==> src/hdl/ais_cfg.svh <==
// Constants for the analog input scaling block: object indices, entry numbers,
// field widths, preset values and divider step count.
// Assumes inclusion by bare name from the package and the design modules.
`ifndef AIS_CFG_SVH
`define AIS_CFG_SVH

// Field widths
`define AIS_ADC_W 10
`define AIS_SET_W 16
`define AIS_SUM_W 18
`define AIS_PROD_W 34
`define AIS_VAL_W 32
`define AIS_OD_W 32

// Object indices
`define AIS_IDX_VALUE 16'h3320
`define AIS_IDX_OFFSET 16'h3321
`define AIS_IDX_MULT 16'h3322
`define AIS_IDX_DIV 16'h3323

// Entry numbers within each object
`define AIS_SUB_COUNT 8'h00
`define AIS_SUB_FIRST 8'h01
`define AIS_SUB_SECOND 8'h02

// Preset values
`define AIS_COUNT_RESET 8'h02
`define AIS_OFFSET_RESET 16'h0000
`define AIS_MULT_RESET 16'h0001
`define AIS_DIV_RESET 16'h0001
`define AIS_VALUE_RESET 32'h0000_0000

// One quotient bit per step
`define AIS_DIV_STEPS 6'h22

`endif

==> src/hdl/ais_pkg.sv <==
// Types shared by the analog input scaling modules.
// Assumes ais_cfg.svh is on the include path.
`include "ais_cfg.svh"
`default_nettype none

package ais_pkg;

    typedef enum logic [1:0] {ST_IDLE, ST_MUL, ST_DIV_GO, ST_DIV_WAIT} ais_seq_t;

    typedef struct packed {
        logic [1:0] pend;
        logic [1:0][`AIS_ADC_W-1:0] raw;
        logic [1:0][`AIS_SET_W-1:0] offset;
        logic [1:0][`AIS_SET_W-1:0] mult;
        logic [1:0][`AIS_SET_W-1:0] div;
        logic [1:0][`AIS_VAL_W-1:0] value;
        ais_seq_t seq;
        logic ch;
        logic [`AIS_SUM_W-1:0] sum;
        logic [`AIS_SET_W-1:0] mul_snap;
        logic [`AIS_SET_W-1:0] div_snap;
        logic div_start;
        logic busy;
        logic od_ack;
        logic od_abort;
        logic [`AIS_OD_W-1:0] od_rdata;
    } ais_state_t;

    typedef struct packed {
        logic [`AIS_PROD_W-1:0] prod;
    } ais_mul_state_t;

    typedef struct packed {
        logic busy;
        logic done;
        logic [5:0] cnt;
        logic neg;
        logic [`AIS_SET_W:0] dmag;
        logic [`AIS_SET_W-1:0] rem;
        logic [`AIS_PROD_W-1:0] quo;
    } ais_div_state_t;

endpackage

`default_nettype wire

==> src/hdl/ais_div.sv <==
// Sequential signed divider, one quotient bit per cycle, truncating toward zero.
// Assumes start is a one-cycle pulse given only while busy is low and divisor is nonzero.
`include "ais_cfg.svh"
`default_nettype none

module ais_div (
    // Clock and reset
    input wire logic sys_clk,
    input wire logic rst_n,
    // Request
    input wire logic div_start,
    input wire logic [`AIS_PROD_W-1:0] div_dividend,
    input wire logic [`AIS_SET_W-1:0] div_divisor,
    // Result
    output logic div_busy,
    output logic div_done,
    output logic [`AIS_PROD_W-1:0] div_quo
);

    ais_pkg::ais_div_state_t s_reg;
    ais_pkg::ais_div_state_t s_next;

    function automatic logic [`AIS_PROD_W-1:0] mag(input logic [`AIS_PROD_W-1:0] v);
        mag = v[`AIS_PROD_W-1] ? -v : v;
    endfunction

    logic [`AIS_PROD_W-1:0] dsr_ext;
    logic [`AIS_PROD_W-1:0] dsr_mag;
    logic [`AIS_SET_W:0] trial;
    logic [`AIS_PROD_W-1:0] shifted;

    assign dsr_ext = {{(`AIS_PROD_W-`AIS_SET_W){div_divisor[`AIS_SET_W-1]}}, div_divisor};
    assign dsr_mag = mag(dsr_ext);

    always_comb begin
        s_next = s_reg;
        s_next.done = 1'b0;
        trial = {s_reg.rem, s_reg.quo[`AIS_PROD_W-1]};
        shifted = {s_reg.quo[`AIS_PROD_W-2:0], 1'b0};
        if (!s_reg.busy) begin
            if (div_start) begin
                s_next.busy = 1'b1;
                s_next.cnt = `AIS_DIV_STEPS;
                s_next.rem = '0;
                s_next.quo = mag(div_dividend);
                s_next.dmag = dsr_mag[`AIS_SET_W:0];
                // Divide magnitudes and fix the sign after: truncates toward zero
                s_next.neg = div_dividend[`AIS_PROD_W-1] ^ div_divisor[`AIS_SET_W-1];
            end
        end else begin
            if (trial >= s_reg.dmag) begin
                // Remainder stays below the divisor magnitude, so 16 bits always hold it
                s_next.rem = 16'(trial - s_reg.dmag);
                shifted[0] = 1'b1;
            end else begin
                s_next.rem = trial[`AIS_SET_W-1:0];
            end
            s_next.quo = shifted;
            s_next.cnt = s_reg.cnt - 6'h01;
            if (s_reg.cnt == 6'h01) begin
                s_next.busy = 1'b0;
                s_next.done = 1'b1;
                s_next.quo = s_reg.neg ? -shifted : shifted;
            end
        end
    end

    always_ff @(posedge sys_clk or negedge rst_n) begin
        if (!rst_n) begin
            s_reg <= '0;
        end else begin
            s_reg <= s_next;
        end
    end

    assign div_busy = s_reg.busy;
    assign div_done = s_reg.done;
    assign div_quo = s_reg.quo;

endmodule

`default_nettype wire

==> src/hdl/ais_mul.sv <==
// Registered signed multiply of the offset-adjusted reading by the multiplier.
// Assumes operands stay stable for one cycle before the product is used.
`include "ais_cfg.svh"
`default_nettype none

module ais_mul (
    // Clock and reset
    input wire logic sys_clk,
    input wire logic rst_n,
    // Operands
    input wire logic [`AIS_SUM_W-1:0] mul_a,
    input wire logic [`AIS_SET_W-1:0] mul_b,
    // Product
    output logic [`AIS_PROD_W-1:0] mul_prod
);

    ais_pkg::ais_mul_state_t s_reg;
    ais_pkg::ais_mul_state_t s_next;

    always_comb begin
        s_next = s_reg;
        // Product is as wide as both operands together, so it never overflows
        s_next.prod = $signed(mul_a) * $signed(mul_b);
    end

    always_ff @(posedge sys_clk or negedge rst_n) begin
        if (!rst_n) begin
            s_reg <= '0;
        end else begin
            s_reg <= s_next;
        end
    end

    assign mul_prod = s_reg.prod;

endmodule

`default_nettype wire

==> src/hdl/ais_top.sv <==
// Analog input scaling: offset, multiply and divide of raw converter readings,
// with object-dictionary entries for the settings and the scaled results.
// Assumes converter samples and dictionary requests come from logic on sys_clk.
//
// How it works
// - Each input's signed offset is added to its raw reading before scaling.
// - The sum is multiplied by the multiplier and, for a nonzero divisor, divided by the divisor and stored.
// - With preset offset, multiplier and divisor the result equals the raw count.
// - Entry zero of each object reads a fixed input count of 2, read only.
// - Each scaled value is a read-only signed 32-bit entry, zero after reset.
// - Each offset is a read/write signed 16-bit entry, zero after reset.
// - Each multiplier is a read/write signed 16-bit entry, one after reset.
// - Second input entries work only on variants that have a second input.
// - Each divisor is a read/write signed 16-bit entry, one after reset.
`include "ais_cfg.svh"
`default_nettype none

module ais_top #(
    parameter bit SECOND_PRESENT = 1'b1
) (
    // Clock and reset
    input wire logic sys_clk,
    input wire logic rst_n,
    // Converter samples
    input wire logic [`AIS_ADC_W-1:0] adc_raw_first,
    input wire logic [`AIS_ADC_W-1:0] adc_raw_second,
    input wire logic adc_valid_first,
    input wire logic adc_valid_second,
    // Object dictionary access
    input wire logic od_req,
    input wire logic od_write,
    input wire logic [15:0] od_index,
    input wire logic [7:0] od_subindex,
    input wire logic [`AIS_OD_W-1:0] od_wdata,
    output logic od_ack,
    output logic od_abort,
    output logic [`AIS_OD_W-1:0] od_rdata,
    // Scaled results
    output logic [`AIS_VAL_W-1:0] value_first,
    output logic [`AIS_VAL_W-1:0] value_second,
    output logic scale_busy
);

    ais_pkg::ais_state_t s_reg;
    ais_pkg::ais_state_t s_next;

    logic [`AIS_PROD_W-1:0] mul_prod;
    logic div_busy;
    logic div_done;
    logic [`AIS_PROD_W-1:0] div_quo;

    // Offset-adjusted reading; 18 bits hold any 10-bit count plus any 16-bit offset
    function automatic logic [`AIS_SUM_W-1:0] add_offset(
        input logic [`AIS_ADC_W-1:0] raw,
        input logic [`AIS_SET_W-1:0] off
    );
        add_offset = {8'h00, raw} + {{2{off[`AIS_SET_W-1]}}, off};
    endfunction

    ais_mul u_mul (
        .sys_clk(sys_clk),
        .rst_n(rst_n),
        .mul_a(s_reg.sum),
        .mul_b(s_reg.mul_snap),
        .mul_prod(mul_prod)
    );

    ais_div u_div (
        .sys_clk(sys_clk),
        .rst_n(rst_n),
        .div_start(s_reg.div_start),
        .div_dividend(mul_prod),
        .div_divisor(s_reg.div_snap),
        .div_busy(div_busy),
        .div_done(div_done),
        .div_quo(div_quo)
    );

    logic [1:0] smp_set;
    logic [1:0] smp_clr;
    logic pick;
    logic od_ch;
    logic od_ch_ok;

    always_comb begin
        s_next = s_reg;
        s_next.od_ack = 1'b0;
        s_next.od_abort = 1'b0;
        s_next.div_start = 1'b0;
        smp_clr = 2'b00;
        pick = 1'b0;

        // A missing second input never raises a sample
        smp_set = {adc_valid_second & SECOND_PRESENT, adc_valid_first};
        if (smp_set[0]) begin
            s_next.raw[0] = adc_raw_first;
        end
        if (smp_set[1]) begin
            s_next.raw[1] = adc_raw_second;
        end

        // Scaling sequence; settings are snapshotted so a write mid-sequence is safe
        case (s_reg.seq)
            ais_pkg::ST_IDLE: begin
                if (s_reg.pend != 2'b00) begin
                    pick = !s_reg.pend[0];
                    smp_clr[pick] = 1'b1;
                    s_next.ch = pick;
                    s_next.sum = add_offset(s_reg.raw[pick], s_reg.offset[pick]);
                    s_next.mul_snap = s_reg.mult[pick];
                    s_next.div_snap = s_reg.div[pick];
                    s_next.seq = ais_pkg::ST_MUL;
                end
            end
            ais_pkg::ST_MUL: begin
                s_next.seq = ais_pkg::ST_DIV_GO;
            end
            ais_pkg::ST_DIV_GO: begin
                if (s_reg.div_snap == 16'h0000) begin
                    // Dividing by zero has no answer; keep what was reported
                    s_next.seq = ais_pkg::ST_IDLE;
                end else begin
                    s_next.div_start = 1'b1;
                    s_next.seq = ais_pkg::ST_DIV_WAIT;
                end
            end
            ais_pkg::ST_DIV_WAIT: begin
                if (div_done) begin
                    // Result always fits 32 bits since the divisor magnitude is at least one
                    s_next.value[s_reg.ch] = div_quo[`AIS_VAL_W-1:0];
                    s_next.seq = ais_pkg::ST_IDLE;
                end
            end
            default: begin
                s_next.seq = ais_pkg::ST_IDLE;
            end
        endcase

        // A sample arriving as its flag is consumed stays pending
        s_next.pend = (s_reg.pend & ~smp_clr) | smp_set;

        // Registered so the busy pin comes straight from a flop, not from a decode
        s_next.busy = (s_next.seq != ais_pkg::ST_IDLE);

        // Dictionary access, answered one cycle after the request
        od_ch = (od_subindex == `AIS_SUB_SECOND);
        od_ch_ok = (od_subindex == `AIS_SUB_FIRST) || (od_ch && SECOND_PRESENT);
        if (od_req) begin
            s_next.od_abort = 1'b1;
            case (od_index)
                `AIS_IDX_VALUE, `AIS_IDX_OFFSET, `AIS_IDX_MULT, `AIS_IDX_DIV: begin
                    if (od_subindex == `AIS_SUB_COUNT) begin
                        if (!od_write) begin
                            s_next.od_abort = 1'b0;
                            s_next.od_ack = 1'b1;
                            s_next.od_rdata = {24'h000000, `AIS_COUNT_RESET};
                        end
                    end else if (od_ch_ok) begin
                        if (!od_write) begin
                            s_next.od_abort = 1'b0;
                            s_next.od_ack = 1'b1;
                            case (od_index)
                                `AIS_IDX_VALUE: s_next.od_rdata = s_reg.value[od_ch];
                                `AIS_IDX_OFFSET: s_next.od_rdata = {16'h0000, s_reg.offset[od_ch]};
                                `AIS_IDX_MULT: s_next.od_rdata = {16'h0000, s_reg.mult[od_ch]};
                                default: s_next.od_rdata = {16'h0000, s_reg.div[od_ch]};
                            endcase
                        end else if (od_index != `AIS_IDX_VALUE) begin
                            // The scaled value itself is read only and refuses writes
                            s_next.od_abort = 1'b0;
                            s_next.od_ack = 1'b1;
                            case (od_index)
                                `AIS_IDX_OFFSET: s_next.offset[od_ch] = od_wdata[`AIS_SET_W-1:0];
                                `AIS_IDX_MULT: s_next.mult[od_ch] = od_wdata[`AIS_SET_W-1:0];
                                default: s_next.div[od_ch] = od_wdata[`AIS_SET_W-1:0];
                            endcase
                        end
                    end
                end
                default: begin
                    s_next.od_abort = 1'b1;
                end
            endcase
        end
    end

    always_ff @(posedge sys_clk or negedge rst_n) begin
        if (!rst_n) begin
            s_reg <= '0;
            s_reg.seq <= ais_pkg::ST_IDLE;
            s_reg.offset <= {`AIS_OFFSET_RESET, `AIS_OFFSET_RESET};
            s_reg.mult <= {`AIS_MULT_RESET, `AIS_MULT_RESET};
            s_reg.div <= {`AIS_DIV_RESET, `AIS_DIV_RESET};
            s_reg.value <= {`AIS_VALUE_RESET, `AIS_VALUE_RESET};
        end else begin
            s_reg <= s_next;
        end
    end

    assign od_ack = s_reg.od_ack;
    assign od_abort = s_reg.od_abort;
    assign od_rdata = s_reg.od_rdata;
    assign value_first = s_reg.value[0];
    assign value_second = s_reg.value[1];
    assign scale_busy = s_reg.busy;

endmodule

`default_nettype wire

==> config.mk <==
export PLATFORM = sky130hd
export DESIGN_NAME = ais_top
export DESIGN_NICKNAME = d
export VERILOG_FILES = /design/src/hdl/ais_pkg.sv /design/src/hdl/ais_div.sv /design/src/hdl/ais_mul.sv /design/src/hdl/ais_top.sv
export VERILOG_INCLUDE_DIRS = /design/src /design/src/hdl
export SDC_FILE = /design/constraint.sdc
export NUM_CORES = 2
export LEC_CHECK = 0
export BUFFER_PORTS_ARGS = -buffer_cell sky130_fd_sc_hd__buf_2
export CORE_AREA = 10 10 271 273
export CTS_BUF_LIST = sky130_fd_sc_hd__clkbuf_8
export DETAILED_ROUTE_END_ITERATION = 16
export DIE_AREA = 0 0 281 283
export PLACE_DENSITY_LB_ADDON = 0.05
export SLEW_MARGIN = 30
export SYNTH_ARGS = -nofsm -noshare
export SYNTH_HDL_FRONTEND = slang
export SYNTH_SLANG_ARGS = --single-unit
==> constraint.sdc <==
create_clock -name sys_clk -period 6.2 [get_ports sys_clk]
set_input_delay 1.55 -clock sys_clk [delete_from_list [all_inputs] [get_ports sys_clk]]
set_output_delay 1.55 -clock sys_clk [all_outputs]
set_load 0.005 [all_outputs]
# == Word level (Yosys, flattened, before mapping) ==
# Cells that the tools add are included.
# totals
word_cells,143
in_bits,82
reg_bits,380
out_inout_bits,99
# op_classes
n_mul,1
eq_ne,13
n_lt_le_gt_ge,7
n_addsub,6
mux,59
reduce_logical,21
bitwise_logic,7
# op_table
op,n
$mux W34,7
$mux W16,14
$mux W32,5
$bwmux W32,3
$pmux W32 S3,1
$mux W74,1
$neg A34 Y34,2
$bwmux W64,1
$eq A16 B14 Y1 const B,4
$mux W53,1
$mux W50,1
$mul A17 B16 Y33,1
$demux W32 S1,1
$reduce_and A7 Y1,3
$mux W10,2
$add A11 B16 Y17,1
$ge A17 B17 Y1,1
$mux W17,1
$neg A17 Y17,1
$demux W16 S1,1
$logic_not A16 Y1,1
$ne A16 B14 Y1 const B,1
$sub A16 B16 Y16,1
$mux W2,7
other kinds (28),52

# == Depth between registers and ports, before layout ==
# logic_depth
word_depth,10
mapped_depth,24
depth_no_buf,23

# == Modules after synthesis ==
# From an unflattened synthesis, not the netlist that was laid out.
# unflattened
cells_unflattened,3050
area_unflattened_um2,31316.3
# by_module_without_submodules
mod,seq_area_each_um2,area_each_um2,n_inst,cells_each
ais_top,6761.5,13322.8,1,1048
ais_mul,850.8,11806.3,1,1264
ais_div,1901.8,6187.2,1,738

# == Worst setup path before layout ==
# OpenSTA, ideal clock, no wires.
# synth_timing
kind,register to register
startpoint,register s_reg[54] in the netlist's numbering
endpoint,register u_mul.s_reg (netlist bit u_mul.mul_prod[31])
period_less_slack_ns,6.399
stages_incl_launch_ff,23
setup_time_ns,0.080
n_path_buf,1
setup_slack_ns,-0.199
required_time_ns,6.120
arrival_ns,6.319
cell_sequence,dfrtp_1 clkbuf_1 nand2_1 fa_1 inv_1 fa_1 inv_1 fa_1 inv_1 fa_1 fa_1 inv_1 fa_1 inv_1 ha_1 a211oi_1 nand2_1 a211oi_1 a211oi_1 nor2_1 o2111ai_1 a21oi_1 xnor2_1
# synth_rtl
element,line,source
start: declaration,ais_top.sv:44,ais_pkg::ais_state_t s_reg;
start signal: assignment,ais_top.sv:196,s_reg <= s_next;
end signal: assignment,ais_mul.sv:30,s_reg <= s_next;
end: declaration,ais_mul.sv:17,ais_pkg::ais_mul_state_t s_reg;

==> impl_metrics.env <==
export IMPL_outcome="completed"
export IMPL_antenna_found_initial=5
export IMPL_ant_nets=0
export IMPL_dieArea_sq_um=79500
export IMPL_cts_max_level=3
export IMPL_crit_type="flip-flop to flip-flop"
export IMPL_synth_edf_count=0
export IMPL_wl_per_cell_um=21.7
export IMPL_cp_num_buf_inv=8
export IMPL_clk_latency_ns=0.66
export IMPL_finalWirelength_um=89400
export IMPL_min_from="od_rdata[26]$_DFFE_PN0P_"
export IMPL_required_ns=6.74
export IMPL_dp_hpwl_um=67600
export IMPL_max_cap_violations=0
export IMPL_cts_tree="done"
export IMPL_cts_made_buffers=69
export IMPL_avgSynthCellArea_sq_um=9.86
export IMPL_dr_total_vias=22400
export IMPL_grt_overflow_total=0
export IMPL_core_sq_um=68100
export IMPL_setup_viol=0
export IMPL_place_area_sq_um=32100
export IMPL_cts_hold_buf=0
export IMPL_reg2reg_depth=24
export IMPL_die_w_um=281
export IMPL_hold_class="flip-flop to flip-flop"
export IMPL_yosys_top_cells_area="dfrtp_1 31%, fa_1 18%, mux2_2 7.3%"
export IMPL_route_detailed_drc=0
export IMPL_synth_nets=3541
export IMPL_fin_crit_ns=6.05
export IMPL_hold_path_end="od_rdata[26]$_DFFE_PN0P_"
export IMPL_cp_end_kind="flip-flop"
export IMPL_fin_crit_sh_pct=97.6
export IMPL_slew_viol_final=0
export IMPL_drtPass1Iterations=6
export IMPL_core_rowCount=96
export IMPL_crit_arrival_ns=6.59
export IMPL_die_h_um=283
export IMPL_cp_cell_sequence="buf_12 > buf_4 > and2_1 > fa_1 > inv_1 > fa_1 > inv_1 > fa_1 > fa_1 > fa_1 > inv_1 > fa_1 > inv_1 > ha_1 > a21o_1 > a21oi_2 > a2bb2oi_2 > o41ai_2 > buf_4 > o21a_1 > buf_4 > a21o_1 > a21oi_2 > xnor2_1"
export IMPL_tns_ns=0
export IMPL_power_density_nw_per_um2=173
export IMPL_place_gp_congestion=0.862
export IMPL_worst_path_max_delay_cell="fa_1"
export IMPL_portBuffers=164
export IMPL_leakage_nw=17.2
export IMPL_yosys_area_top_type_share_pct=31.0
export IMPL_syn_to_final_growth_pct=11.5
export IMPL_cp_max_fo=14
export IMPL_ys_ff_latch=379
export IMPL_yosysTopAreaCell="dfrtp_1"
export IMPL_fin_ws_ns=0.150
export IMPL_cpMostUsedCell="fa_1"
export IMPL_grt_max_degree=137
export IMPL_final_layout_size_suffix_gt1_share_pct=20.4
export IMPL_synth_ff_type="dfrtp_1"
export IMPL_skew_ns=0.0381
export IMPL_clockRootBuffer="clkbuf_8"
export IMPL_fmax_ghz=0.165
export IMPL_slew_headroom_pct=30.2
export IMPL_ys_types=72
export IMPL_netlist_instances=3065
export IMPL_start_kind="flip-flop"
export IMPL_synth_area_sq_um=30200
export IMPL_critPathMaxStageDelay_ns=0.54
export IMPL_tightest_slew_ns=1.04
export IMPL_layout_nets=3664
export IMPL_boundaryPins=181
export IMPL_holdPathStages=2
export IMPL_r2r_start="s_reg[56]$_DFFE_PN0P_"
export IMPL_start_util_pct=44.4
export IMPL_r2r_slack_ns=0.15
export IMPL_cpLargestDelayFamily="adder cells"
export IMPL_grt_pass1_vias=23500
export IMPL_ctsLongestPathBuffers=3
export IMPL_grt_pass1_wl_um=139000
export IMPL_via_per_inst=5.44
export IMPL_fin_area_sq_um=33700
export IMPL_largest_register_ffs=171
export IMPL_ys_seq_area_share_pct=31.4
export IMPL_ir_drop_v=0.000252
export IMPL_grt_total_usage_pct=22.4
export IMPL_finalHoldViolCount=0
export IMPL_path_clk_slew_ns=0.05
export IMPL_clock_sinks=379
export IMPL_drt_initial_drc_count=1392
export IMPL_synth_warnings=0
export IMPL_async_reset_ff_share_pct=100
export IMPL_reg2reg_to="u_mul.mul_prod[26]$_DFF_PN0_"
export IMPL_dp_slack_ns=-0.103
==> synthesized netlist by cell type (all sizes together), types with 4 or more instances <==
| master | count |
|---|---|
| inv | 383 |
| dfrtp | 375 |
| nand2 | 340 |
| fa | 278 |
| mux2 | 197 |
| o21ai | 193 |
| clkbuf | 137 |
| and2 | 126 |
| ha | 116 |
| buf | 112 |
| nor2 | 105 |
| mux2i | 97 |
| a21oi | 86 |
| xor2 | 67 |
| xnor2 | 57 |
| nand3 | 31 |
| a211oi | 25 |
| nor3 | 25 |
| a21o | 24 |
| or3 | 24 |
| or4 | 21 |
| o31ai | 19 |
| nand2b | 18 |
| a22oi | 17 |
| a221oi | 16 |
| a22o | 15 |
| a31oi | 12 |
| and3 | 11 |
| nor2b | 11 |
| o21a | 11 |
| o41ai | 11 |
| nand4 | 10 |
| nor4 | 10 |
| nor4b | 8 |
| o22ai | 8 |
| o211ai | 7 |
| o21bai | 6 |
| o32ai | 6 |
| or2 | 6 |
| a2bb2oi | 4 |
| dfstp | 4 |
| nand4b | 4 |
==> power by group <==
group | switching [mW] | internal [mW]
Clock | 1.12 | 1.26
Combinational | 0.501 | 0.270
Sequential | 0.138 | 2.54
==> worst min-delay path, delay by kind of cell, from the launching register on <==
kind	cells	cell delay (ns)
AND/OR/NAND/NOR	1	0.04
AO/OA/AOI/OAI	1	0.06
flip-flops	1	0.34
==> cells in the final DEF (no fill, tap or decap), drive strengths merged, types with 12 or more instances in the layout <==
master,Yosys,final
inv,383,409
dfrtp,375,375
nand2,340,340
buf,112,299
fa,278,278
mux2,197,197
o21ai,193,193
and2,126,126
ha,116,116
nor2,105,105
mux2i,97,97
clkbuf,137,88
a21oi,86,86
xor2,67,67
xnor2,57,57
nand3,31,31
nor3,25,25
a211oi,25,25
a21o,24,24
or3,24,24
or4,21,21
o31ai,19,19
nand2b,18,18
a22oi,17,17
a221oi,16,16
a22o,15,15
a31oi,12,12
==> per-stage QoR <==
step	util (%)	cells	hold slack [ns]	total power, mW
floorplan	-	3065	0.446	3.06
global placement	47.2	3992	0.461	3.48
detailed placement	47.2	3992	0.466	3.49
CTS	49.2	4113	0.479	5.90
global route	49.5	4122	0.496	6.07
finish	49.5	4124	0.475	5.83
==> worst max-delay path by stage <==
stage                                startpoint                            to  slack [ns]  depth (start not counted)
after floorplan           s_reg[53]$_DFFE_PN0P_  u_mul.mul_prod[31]$_DFF_PN0_       0.002                         22
after global placement    s_reg[80]$_DFFE_PN0P_  u_mul.mul_prod[31]$_DFF_PN0_       -0.03                         21
after detailed placement  s_reg[80]$_DFFE_PN0P_  u_mul.mul_prod[31]$_DFF_PN0_       -0.10                         21
after CTS                 s_reg[84]$_DFFE_PN0P_  u_mul.mul_prod[31]$_DFF_PN0_        0.01                         22
after global routing      s_reg[56]$_DFFE_PN0P_  u_mul.mul_prod[26]$_DFF_PN0_       -0.03                         25
final                     s_reg[56]$_DFFE_PN0P_  u_mul.mul_prod[26]$_DFF_PN0_        0.15                         24
==> timing repair <==
action | in CTS | in global routing
resized for setup | 3 | 34
setup buffers | 0 | 6
setup endpoints to repair | 2 | 10
cloned | 0 | 1
pin swaps | 0 | 13
==> layer usage <==
metal  global-route usage (%)  vias up  routed length, um
met2                     35.8      563              41900
met5                        0        -                 10
met1                     30.8    11400              40500
met4                     7.81        2               3020
met3                     3.16      143               3980
li1                         -    10300                  -
==> cell families (layout without fill, tap and decap cells) <==
kind of cell,after synthesis,count (layout),synth area share (%)
xor+xnor,124,124,3.59
buf+inv,633,806,9.09
simple gates,757,757,12.1
other cells,0,4,0
fa+ha+maj,394,394,23.2
compound gates,484,484,10.0
mux,294,294,10.6
flops,379,379,31.4
==> layout make-up <==
type                            instances  area (sq um)
Sequential cell                       379          9510
Timing Repair Buffer                  301          2120
Tap cell                              882          1100
Clock inverter                         35           183
Inverter                              384          1440
Multi-Input combinational cell       2053         18200
Antenna cell                            4          10.0
Fill cell                            6418         34400
Clock buffer                           86          1180
No activity file was read; power rests on OpenSTA's default activity.
